File: src/adc_seq_pkg.sv
// Functional notes
// - Repeat mode 0 converts one input endlessly
// - Repeat mode 0 never raises interrupt
// - One-shot and repeat mode 0 results land in fixed slots
// - Resolution selectable, 8 or 10 bits
// - Software, timer or pin trigger starts
// - Repeat mode 1 rotates results through slots 0-7
// - Repeat mode 1 interrupts on slot 7 write
// - Repeat modes stop only on run clear
// - Sweep groups: 0-1, 8-9, 8-11
// - Single sweep ends: clears run, interrupts
// - Sweep results in fixed slots 0-3
// - Repeat sweep interrupts per sweep, continues
// - Run cleared mid-conversion aborts, no interrupt
// - Standby bit zero shuts analog current
// - Channel plus group, or extension bit
// - Trigger field: 00 sw, 10 timer, 11 pin
// - Timer flag rising edge starts conversion
package adc_seq_pkg;

   localparam int unsigned CONV_CYCLES = 40;

   localparam logic [7:0] OFS_CTRL0  = 8'h00;
   localparam logic [7:0] OFS_CTRL1  = 8'h04;
   localparam logic [7:0] OFS_MODE   = 8'h08;
   localparam logic [7:0] OFS_INSEL  = 8'h0c;
   localparam logic [7:0] OFS_REFCTL = 8'h10;
   localparam logic [7:0] OFS_RESULT = 8'h20;

   localparam int unsigned CTRL0_RUN_BIT  = 0;
   localparam int unsigned CTRL0_BUSY_BIT = 1;
   localparam int unsigned CTRL1_STBY_BIT = 0;
   localparam int unsigned CTRL1_EXT_BIT  = 1;
   localparam int unsigned CTRL1_RES_BIT  = 2;
   localparam int unsigned MODE_TRIG_LSB  = 4;
   localparam int unsigned REF_EN_BIT     = 0;

   localparam logic [2:0] MODE_ONESHOT = 3'h0;
   localparam logic [2:0] MODE_REP0    = 3'h1;
   localparam logic [2:0] MODE_REP1    = 3'h2;
   localparam logic [2:0] MODE_SSWEEP  = 3'h4;
   localparam logic [2:0] MODE_RSWEEP  = 3'h5;

   localparam logic [1:0] TRG_SW  = 2'h0;
   localparam logic [1:0] TRG_TMR = 2'h2;
   localparam logic [1:0] TRG_EXT = 2'h3;

   localparam logic [3:0] AN_REF = 4'hc;

   localparam logic [2:0] RST_MODE  = 3'h0;
   localparam logic [1:0] RST_TRIG  = 2'h0;
   localparam logic [5:0] RST_INSEL = 6'h00;

   typedef struct packed {
      logic [1:0] group;
      logic       sweep4;
      logic [2:0] chan;
   } insel_s;

   typedef struct packed {
      logic       done;
      logic [9:0] data;
   } conv_res_s;

   typedef enum logic [2:0] {
      ST_IDLE = 3'b001,
      ST_ARM  = 3'b010,
      ST_CONV = 3'b100
   } seq_state_e;

endpackage

File: src/adc_repeat_sweep_sequencer.sv
// The register addresses and the AHB-Lite register port are this design's own decisions.
`timescale 1ns/1ps
module adc_repeat_sweep_sequencer (
   // Clock and reset
   input  wire logic        i_clk,
   input  wire logic        i_rst_b,
   // AHB-Lite slave
   input  wire logic        i_hsel,
   input  wire logic [7:0]  i_haddr,
   input  wire logic [1:0]  i_htrans,
   input  wire logic        i_hwrite,
   input  wire logic [2:0]  i_hsize,
   input  wire logic [31:0] i_hwdata,
   input  wire logic        i_hready,
   output logic             o_hreadyout,
   output logic             o_hresp,
   output logic [31:0]      o_hrdata,
   // Triggers
   input  wire logic        i_cmp_flag,
   input  wire logic        i_ext_trig_b,
   // Analog front end
   input  wire logic [9:0]  i_ain,
   output logic [3:0]       o_chan_sel,
   output logic             o_analog_on,
   output logic             o_ref_en,
   // Interrupt request pulse
   output logic             o_irq
);
   import adc_seq_pkg::*;

   logic        run_q, run_d;
   logic [2:0]  mode_q, mode_d;
   logic [1:0]  trig_q, trig_d;
   insel_s      insel_q, insel_d;
   logic        stby_q, stby_d, ext_q, ext_d, res10_q, res10_d;
   logic        ref_q, ref_d;
   seq_state_e  state_q, state_d;
   logic [1:0]  pos_q, pos_d;
   logic [2:0]  ring_q, ring_d;
   logic [3:0]  chan_q, chan_d;
   logic        irq_q, irq_d, start_q, start_d;
   logic        cmp_q, pin_q;
   logic [9:0]  slot_q [8];
   logic        wr_q;
   logic [7:0]  wa_q;
   logic [31:0] rd_q, rd_d;
   conv_res_s   eng;
   logic        acc, ctl0_wr, trig_ev, eng_ok, last;
   logic [3:0]  an_single;
   logic [2:0]  wslot;
   logic [1:0]  npos;

   adc_sar_engine #(.CYCLES(CONV_CYCLES)) u_eng (
      .i_clk   (i_clk),
      .i_rst_b (i_rst_b),
      .i_start (start_q),
      .i_abort (state_q == ST_CONV && !run_q),
      .i_res10 (res10_q),
      .i_ain   (i_ain),
      .o_res   (eng)
   );

   function automatic logic [3:0] sweep_an(input logic [1:0] grp,
                                           input logic [1:0] p);
      // Group zero sweeps inputs 0-1, others start at input 8
      sweep_an = (grp == 2'h0) ? {3'h0, p[0]} : {2'h2, p};
   endfunction

   // Bus
   assign acc     = i_hsel && i_htrans[1] && i_hready;
   assign ctl0_wr = wr_q && wa_q == OFS_CTRL0;

   always_comb begin
      rd_d = 32'h0;
      if (acc && !i_hwrite) begin
         unique case (i_haddr)
            OFS_CTRL0: begin
               rd_d[CTRL0_RUN_BIT]  = run_q;
               rd_d[CTRL0_BUSY_BIT] = state_q == ST_CONV;
            end
            OFS_CTRL1: begin
               rd_d[CTRL1_STBY_BIT] = stby_q;
               rd_d[CTRL1_EXT_BIT]  = ext_q;
               rd_d[CTRL1_RES_BIT]  = res10_q;
            end
            OFS_MODE:   rd_d[MODE_TRIG_LSB+1:0] = {trig_q, 1'b0, mode_q};
            OFS_INSEL:  rd_d[5:0] = insel_q;
            OFS_REFCTL: rd_d[REF_EN_BIT] = ref_q;
            default: begin
               if (i_haddr[7:5] == OFS_RESULT[7:5] && i_haddr[1:0] == 2'h0)
                  rd_d[9:0] = slot_q[i_haddr[4:2]];
            end
         endcase
      end
   end

   // Sequencer
   always_comb begin
      // Edge-qualified hardware starts
      unique case (trig_q)
         TRG_SW:  trig_ev = 1'b1;
         TRG_TMR: trig_ev = i_cmp_flag && !cmp_q;
         TRG_EXT: trig_ev = !i_ext_trig_b && pin_q;
         default: trig_ev = 1'b0;
      endcase
      // Input choice from channel and group or reference
      if (ext_q)
         an_single = AN_REF;
      else if (insel_q.group == 2'h0)
         an_single = {1'b0, insel_q.chan};
      else
         an_single = {2'h2, insel_q.chan[1:0]};
      last = insel_q.sweep4 && insel_q.group != 2'h0;
      npos = (pos_q == {last, 1'b1}) ? 2'h0 : pos_q + 2'h1;
      // Result slot per mode
      if (mode_q == MODE_SSWEEP || mode_q == MODE_RSWEEP)
         wslot = {1'b0, pos_q};
      else if (mode_q == MODE_REP1)
         wslot = ring_q;
      else if (chan_q[3])
         wslot = {1'b0, chan_q[1:0]};
      else
         wslot = chan_q[2:0];
      eng_ok = eng.done && run_q;

      state_d = state_q;
      run_d   = run_q;
      pos_d   = pos_q;
      ring_d  = ring_q;
      chan_d  = chan_q;
      irq_d   = 1'b0;
      start_d = 1'b0;
      unique case (state_q)
         ST_IDLE: begin
            pos_d  = 2'h0;
            ring_d = 3'h0;
            if (run_q)
               state_d = ST_ARM;
         end
         ST_ARM: begin
            // Waits for the trigger once armed
            if (!run_q) begin
               state_d = ST_IDLE;
            end else if (trig_ev) begin
               state_d = ST_CONV;
               start_d = 1'b1;
               chan_d  = (mode_q[2]) ? sweep_an(insel_q.group, pos_q)
                                     : an_single;
            end
         end
         ST_CONV: begin
            if (!run_q) begin
               state_d = ST_IDLE; // Abort, no request
            end else if (eng_ok) begin
               start_d = 1'b1;
               unique case (mode_q)
                  MODE_REP0: ; // Endless, silent
                  MODE_REP1: begin
                     ring_d = ring_q + 3'h1;
                     irq_d  = ring_q == 3'h7;
                  end
                  MODE_SSWEEP: begin
                     pos_d = npos;
                     if (npos == 2'h0) begin
                        irq_d   = 1'b1;
                        run_d   = 1'b0;
                        start_d = 1'b0;
                        state_d = ST_IDLE;
                     end
                  end
                  MODE_RSWEEP: begin
                     pos_d = npos;
                     irq_d = npos == 2'h0;
                  end
                  default: begin
                     irq_d   = 1'b1;
                     start_d = 1'b0;
                     state_d = ST_ARM;
                     if (trig_q == TRG_SW) begin
                        run_d   = 1'b0;
                        state_d = ST_IDLE;
                     end
                  end
               endcase
               if (mode_q[2])
                  chan_d = sweep_an(insel_q.group, pos_d);
            end
         end
         default: state_d = ST_IDLE;
      endcase
      // Software write to run bit wins over hardware clear
      if (ctl0_wr)
         run_d = i_hwdata[CTRL0_RUN_BIT];
   end

   always_comb begin
      mode_d  = mode_q;
      trig_d  = trig_q;
      insel_d = insel_q;
      stby_d  = stby_q;
      ext_d   = ext_q;
      res10_d = res10_q;
      ref_d   = ref_q;
      if (wr_q) begin
         unique case (wa_q)
            OFS_MODE: begin
               mode_d = i_hwdata[2:0];
               trig_d = i_hwdata[MODE_TRIG_LSB+1:MODE_TRIG_LSB];
            end
            OFS_INSEL:  insel_d = i_hwdata[5:0];
            OFS_CTRL1: begin
               stby_d  = i_hwdata[CTRL1_STBY_BIT];
               ext_d   = i_hwdata[CTRL1_EXT_BIT];
               res10_d = i_hwdata[CTRL1_RES_BIT];
            end
            OFS_REFCTL: ref_d = i_hwdata[REF_EN_BIT];
            default: ; // Result slots ignore writes
         endcase
      end
   end

   always_ff @(posedge i_clk) begin
      if (!i_rst_b) begin
         run_q   <= 1'b0;
         mode_q  <= RST_MODE;
         trig_q  <= RST_TRIG;
         insel_q <= RST_INSEL;
         stby_q  <= 1'b0;
         ext_q   <= 1'b0;
         res10_q <= 1'b0;
         ref_q   <= 1'b0;
         state_q <= ST_IDLE;
         pos_q   <= 2'h0;
         ring_q  <= 3'h0;
         chan_q  <= 4'h0;
         irq_q   <= 1'b0;
         start_q <= 1'b0;
         cmp_q   <= 1'b0;
         pin_q   <= 1'b1;
         wr_q    <= 1'b0;
         wa_q    <= 8'h00;
         rd_q    <= 32'h0;
      end else begin
         run_q   <= run_d;
         mode_q  <= mode_d;
         trig_q  <= trig_d;
         insel_q <= insel_d;
         stby_q  <= stby_d; // Drives analog power gate
         ext_q   <= ext_d;
         res10_q <= res10_d;
         ref_q   <= ref_d;
         state_q <= state_d;
         pos_q   <= pos_d;
         ring_q  <= ring_d;
         chan_q  <= chan_d;
         irq_q   <= irq_d;
         start_q <= start_d;
         cmp_q   <= i_cmp_flag;
         pin_q   <= i_ext_trig_b;
         wr_q    <= acc && i_hwrite;
         wa_q    <= i_haddr;
         rd_q    <= rd_d;
      end
   end

   // Result storage; only the engine writes it
   always_ff @(posedge i_clk) begin
      if (state_q == ST_CONV && eng_ok)
         slot_q[wslot] <= eng.data;
   end

   assign o_hreadyout = 1'b1;
   assign o_hresp     = 1'b0;
   assign o_hrdata    = rd_q;
   assign o_chan_sel  = chan_q;
   assign o_analog_on = stby_q;
   assign o_ref_en    = ref_q;
   assign o_irq       = irq_q;

   logic conv_done;
   assign conv_done = state_q == ST_CONV && eng_ok;
endmodule // adc_repeat_sweep_sequencer

File: src/adc_sar_engine.sv
`timescale 1ns/1ps
module adc_sar_engine #(
   parameter int unsigned CYCLES = adc_seq_pkg::CONV_CYCLES
) (
   // Clock and reset
   input  wire logic                  i_clk,
   input  wire logic                  i_rst_b,
   // Control
   input  wire logic                  i_start,
   input  wire logic                  i_abort,
   input  wire logic                  i_res10,
   // Sampled input
   input  wire logic [9:0]            i_ain,
   // Result
   output adc_seq_pkg::conv_res_s     o_res
);
   import adc_seq_pkg::*;

   logic [7:0] cnt_q, cnt_d;
   logic       busy_q, busy_d;
   conv_res_s  res_q, res_d;

   always_comb begin
      cnt_d  = cnt_q;
      busy_d = busy_q;
      res_d  = res_q;
      res_d.done = 1'b0;
      if (i_abort) begin
         busy_d = 1'b0;
      end else if (i_start) begin
         busy_d = 1'b1;
         cnt_d  = 8'(CYCLES - 1);
      end else if (busy_q) begin
         if (cnt_q == 8'h00) begin
            busy_d     = 1'b0;
            res_d.done = 1'b1;
            // Low resolution keeps the upper eight bits
            res_d.data = i_res10 ? i_ain : {2'h0, i_ain[9:2]};
         end else begin
            cnt_d = cnt_q - 8'h01;
         end
      end
   end

   always_ff @(posedge i_clk) begin
      if (!i_rst_b) begin
         cnt_q  <= 8'h00;
         busy_q <= 1'b0;
         res_q  <= '0;
      end else begin
         cnt_q  <= cnt_d;
         busy_q <= busy_d;
         res_q  <= res_d;
      end
   end

   assign o_res = res_q;

endmodule // adc_sar_engine

File: config.mk
export PLATFORM = sky130hd
export DESIGN_NAME = adc_repeat_sweep_sequencer
export DESIGN_NICKNAME = d
export VERILOG_FILES = /design/src/adc_seq_pkg.sv /design/src/adc_repeat_sweep_sequencer.sv /design/src/adc_sar_engine.sv
export SDC_FILE = /design/constraint.sdc
export NUM_CORES = 1
export LEC_CHECK = 0
export BUFFER_PORTS_ARGS = -buffer_cell sky130_fd_sc_hd__buf_2
export CORE_UTILIZATION = 50
export DETAILED_ROUTE_END_ITERATION = 7
export HOLD_SLACK_MARGIN = 0.15
export PLACE_DENSITY_LB_ADDON = 0.2
export SLEW_MARGIN = 5
export SYNTH_ARGS = -nofsm -noshare
export SYNTH_HDL_FRONTEND = slang
export SYNTH_SLANG_ARGS = --single-unit
File: constraint.sdc
create_clock -name i_clk -period 3.25 [get_ports i_clk]
set_input_delay 0.65 -clock i_clk [delete_from_list [all_inputs] [get_ports i_clk]]
set_output_delay 0.65 -clock i_clk [all_outputs]
set_load 0.1 [all_outputs]
---- Word-level counts from Yosys, hierarchy flattened ----
Memories as Yosys holds them, arrays and structs flattened.
Cells that the tools add are included.
W data, S select, Z words.
storage, ports and cells
  memories kept ........................... 1
  flip-flop bits (word level) ............. 93
  input bits .............................. 62
  bits in writable memories ............... 80
  word-level logic and storage cells ...... 180
  output and inout port bits .............. 41
operators by class
  eq/ne operators ......................... 32
  mux-type cells .......................... 63
  bitwise gates (word level) .............. 6
  reductions and logical operators ........ 48
  add/subtract/negate cells ............... 3
memory list
  memory  words  width  rd ports  clocked after memory_dff  write ports  RTL line                          RTL
  slot_q  8      10     1         0                         1            adc_repeat_sweep_sequencer.sv:43  logic [9:0] slot_q [8];
operators with widths
  cell                  number
  $mux W4               10
  $mux W3               12
  $eq A8 B4 Y1 const B  4
  $logic_not A8 Y1      3
  $mux W8               3
  $mux W10              2
  $pmux W3 S3           2
  $eq A8 B3 Y1 const B  2
  $eq A8 B5 Y1 const B  2
  $mux W1               16
  $ne A2 B2 Y1 const B  7
  $eq A3 B3 Y1 const B  4
  $logic_and A1 B1 Y1   12
  $pmux W3 S2           2
  $reduce_and A4 Y1     3
  $mux W11              1
  $mux W2               5
  $pmux W1 S5           2
  $reduce_and A2 Y1     5
  $reduce_bool A2 Y1    5
  $eq A3 B1 Y1 const B  3
  $ne A3 B3 Y1 const B  3
  $logic_not A2 Y1      4
  $pmux W1 S4           2
  other kinds (22)      38

---- Depth between registers and ports, before layout ----
  depth after elaboration ................. 11
  depth in mapped cells ................... 7
  mapped depth without buffers ............ 7

---- Hierarchy ----
Synthesis repeated with hierarchy kept, for this count alone.
unflattened totals
  cells, all modules ...................... 535
  area, all modules ....................... 6707.7 um^2
by module, submodules not included
  module                      area each (um^2)  times used  cells each  seq. area each (um^2)
  adc_repeat_sweep_sequencer  5696.7            1           436         3423.3
  adc_sar_engine              1011.0            1           99          400.4

---- Least setup slack after synthesis ----
No wires, ideal clock.
  path type ............................... reg-to-reg
  start point ............................. reg chan_q[3] (netlist: o_chan_sel[3])
  end point ............................... mem slot_q[1][0] (enable)
  cell stages (with the launch flop) ...... 6
  data arrival time ....................... 2460 ps
  setup time .............................. 390 ps
  path buffers ............................ 0
  period minus slack after synthesis ...... 2850 ps
  setup slack ............................. 400 ps
  cells stage by stage .................... dfxtp_1 -> nor3b_1 -> a21oi_1 -> a2bb2oi_1 -> inv_1 -> nor3_1
on the way
  cells in the longest elaborated chain, start to end .. 3
ends and longest elaborated chain
  what                    RTL line                           RTL
  start, declared         adc_repeat_sweep_sequencer.sv:40   logic [3:0] chan_q, chan_d;
  start signal, assigned  adc_repeat_sweep_sequencer.sv:255  chan_q <= chan_d;
  $mux W3                 adc_repeat_sweep_sequencer.sv:120  else if (chan_q[3])
  $mux W3                 adc_repeat_sweep_sequencer.sv:118  else if (mode_q == MODE_REP1)
  $mux W3                 adc_repeat_sweep_sequencer.sv:116  if (mode_q == MODE_SSWEEP || mode_q == MODE_RSWEEP)
  end, declared           adc_repeat_sweep_sequencer.sv:43
Every way passes these cells.

---- Final worst setup path ----
  start point ............................. reg mode_q[1]
  end point ............................... mem slot_q[4][0] (enable)
on the way
  cells in the longest elaborated chain, start to end .. 3
  elaborated cells between the ends (all ways) .. 6
  classes of those cells .................. 3 x eq/ne; 2 x mux; 1 x reduce/logical
ends and longest elaborated chain
  what                                           RTL line                                                              RTL
  start, declared                                adc_repeat_sweep_sequencer.sv:32                                      logic [2:0] mode_q, mode_d;
  start signal, assigned                         adc_repeat_sweep_sequencer.sv:245                                     mode_q <= mode_d;
  $eq A3 B2 Y1 or $eq A3 B3 Y1 (tied branches)   adc_repeat_sweep_sequencer.sv:118, adc_repeat_sweep_sequencer.sv:116
  $mux W3 or $logic_or A1 B1 Y1 (tied branches)  adc_repeat_sweep_sequencer.sv:118, adc_repeat_sweep_sequencer.sv:116
  $mux W3 *                                      adc_repeat_sweep_sequencer.sv:116
Every way passes the cells marked *; elsewhere a longest branch is shown, timed or not.

==> impl_results.md <==
* Layout Utilization at 58.6%
* Worst hold path cell count at 2
* Routed wire length at 13500 um
* Post-cts resize count at 0
* DR WL met3 at 699 um
* H-Tree Depth at 4
* Avg Inst Size Synth at 12.5 sq um
* Post-CTS Setup Repair Bufs at 0
* Highest routed layer: met4
* YS warnings at 0
* Clk buf depth at 2
* R2R depth at 6
* Levels on crit path at 6
* Clock skew at 0.0131 ns
* Seq/Total Area, Yosys at 58.2%
* Status: finished, final reports clean
* Cell area after synthesis at 6570 sq um
* Reg-to-reg endpoint: slot_q[4][0]
* Ys flop type: edfxtp_1
* Congestion Overflow GR at 0
* DR iter-0 viols at 327
* First-pass GRT wire length at 21400 um
* Share of flip-flops with an asynchronous set or reset at 0%
* Achievable Freq at 410 MHz
* Hold endpoint: pin_q
* Antenna Violating Nets Remaining at 0
* Hold-fix buffers, CTS at 0
* VDD IR max at 295 uV
* Top delay family on crit path: simple AND/OR/NAND/NOR gates
* Largest net degree at the start of global routing at 32
* Die width at 117 um
* Netlist cell types at 63
* Row cnt at 41
* Rel. slew slack at 44.0%
* DP Area at 6890 sq um
* Tmin final at 2.44 ns
* Vias per cell at 5.51
* Share of cells above drive strength 1 at 22.4%
* I/O pin count at 103
* Most common cell in the netlist: edfxtp_1
* Layout area overhead at 13.5%
* Hold Violations, Final at 0
* Clk slew on worst S/H paths at 0.06 ns
* Pwr/cell area at 552 nW/um^2
* Final worst-path cycle share at 75.1%
* DR pass1 iterations at 5
* Hold wc startpoint: i_ext_trig_b
* CP Launch Type: flip-flop
* Critical Path Sink Type: flip-flop
* Synth top area share at 36.6%
* Avg WL per Cell at 17.7 um
* Core area at 12700 sq um
* Setup_tns at 0 ns
* Comb pwr share at 5.7%
* Slew Limit Fails at 0
* Net Switching at 0.997 mW
* RR Startpoint: mode_q[1]
* Slowest CP cell: dfxtp_1
* RSZ-0062 raised after global routing: false
* Synth top area cells: edfxtp_1 (37%), dfxtp_1 (22%), mux4_2 (7.2%)
* Diodes inserted at 0
* Clock sinks at 151
* CP required at 3.37 ns
* Setup CP Type: flip-flop to flip-flop
* WL met1 at 5970 um
* Top cells by count, synth: edfxtp_1 (80), dfxtp_1 (71), nor2_1 (39)
* CTS root buf: clkbuf_16
* Max FO, Critical Path at 14
* R2r setup slk at 0.81 ns
* Antenna violations before repair at 0
* Buffers and inverters on the worst path at 1
* P_int at 3.12 mW
* Gr usage total at 21.8%
* Max-Cap Viols at 0
* Switching Fraction at 24.2%
* Worst stage delay on the critical path at 0.65 ns
* Design area at 7450 sq um
* Met2 routed WL at 6550 um
* Crit-path cells: nor2b_2 -> mux2_2 -> o21ai_0 -> nand2_1 -> nor3_1 -> buf_4
* Total chip power at 4.11 mW
* RePlAce Congestion at 0.819
* CTS tree: done
* I/O Buffers at 48
* TritonCTS buffer count at 17
* Post-DP HPWL at 9160 um
* Part of the power in the clock network at 45.7%
* Cells after Synth at 524
* Die height at 117 um
* Flop and latch count out of synthesis at 151
* HP Class: primary input to flip-flop
* Vias in the first global route at 4054
* Reg power frac at 48.6%
* Worst Hold Slack at 0.429 ns
* Yosys top cell by area: edfxtp_1
* DRC at 0
* DR vias at 4193
* Initial Utilization at 51.6%
* Setup-failing EPs final at 0
* Die Area at 13600 sq um
* Worst path arrival time at 2.56 ns
* Post-synth EDFFs at 80
* Actual slew at the worst max-slew pin at 0.834 ns
* Nets at 642
* Worst-skew pair later-pin latency at 0.43 ns
* Leakage power at 2.71 nW
## sequential cells by signal (all words and copies together) (netlist names), 2 cells and up
register,flops
o_chan_sel,4
insel_q,6
o_hrdata,10
pos_q,2
wa_q,8
u_eng.o_res,11
u_eng.cnt_q,8
ring_q,3
slot_q,80
trig_q,2
state_q,3
mode_q,3
## layout by cell type, fill, tap and decap left out, drive strengths merged, types with 13 or more instances in the layout
master / netlist / layout
edfxtp: 80 / 80
dfxtp: 71 / 71
buf: 39 / 61
nor2: 39 / 39
nand2: 34 / 34
mux2i: 28 / 28
conb: 2 / 24
o21ai: 23 / 23
mux4: 23 / 23
nand3: 20 / 20
clkbuf: 10 / 17
inv: 11 / 17
a21oi: 16 / 16
and2: 15 / 15
a211oi: 13 / 13
## worst reg2reg max path, cell delays in order, from the launching register on
cell,delay [ns]
dfxtp_1,0.65
nor2b_2,0.36
mux2_2,0.36
o21ai_0,0.18
nand2_1,0.14
nor3_1,0.20
buf_4,0.25
## final cells by class
cell class              instances  area [sq um]
fillers                      1075          5270
flip-flops and latches        151          3820
well taps                     172           215
multi-input cells             334          2470
repair buffers                 61           338
inverters                      11          41.3
clock inverters                15           143
clock buffers                  17           425
## power groups by stage
stage | Sequential, mW | Clock, mW | Combinational [mW]
floorplan | 2.04 | 0 | 0.219
global placement | 2.04 | 0 | 0.234
detailed placement | 2.04 | 0 | 0.236
CTS | 2.00 | 1.91 | 0.237
global route | 2.00 | 2.00 | 0.249
finish | 2.00 | 1.88 | 0.235
## routing by layer
metal	global-route usage (%)	up-vias
met4	9.11	0
met1	28.2	2036
met3	5.71	23
met5	0	-
met2	34.9	115
li1	-	2019
## worst max-delay path by stage
stage                        from           end
floorplan           o_chan_sel[3]  slot_q[1][0]
global route            mode_q[1]  slot_q[6][3]
detailed placement     i_haddr[2]   o_hrdata[2]
global placement       i_haddr[2]   o_hrdata[1]
finish                  mode_q[1]  slot_q[4][0]
CTS                     mode_q[1]  slot_q[6][0]
## metrics by stage
step	setup WS (ns)	cells
floorplan	0.400	546
global placement	0.774	729
detailed placement	0.774	729
CTS	0.812	761
global route	0.587	761
finish	0.811	761
## cells by family after synthesis
family                   Yosys count  synth area share (%)
AO/OA/AOI/OAI                     83                  8.30
multiplexers                      54                  12.8
flip-flops                       151                  58.2
other                              2                 0.114
AND/OR/NAND/NOR                  163                  13.6
XOR/XNOR                           6                 0.800
buffers and inverters             61                  5.48
adder cells (fa/ha/maj)            4                 0.762
Note: power is estimated with default switching activity, not from simulation.
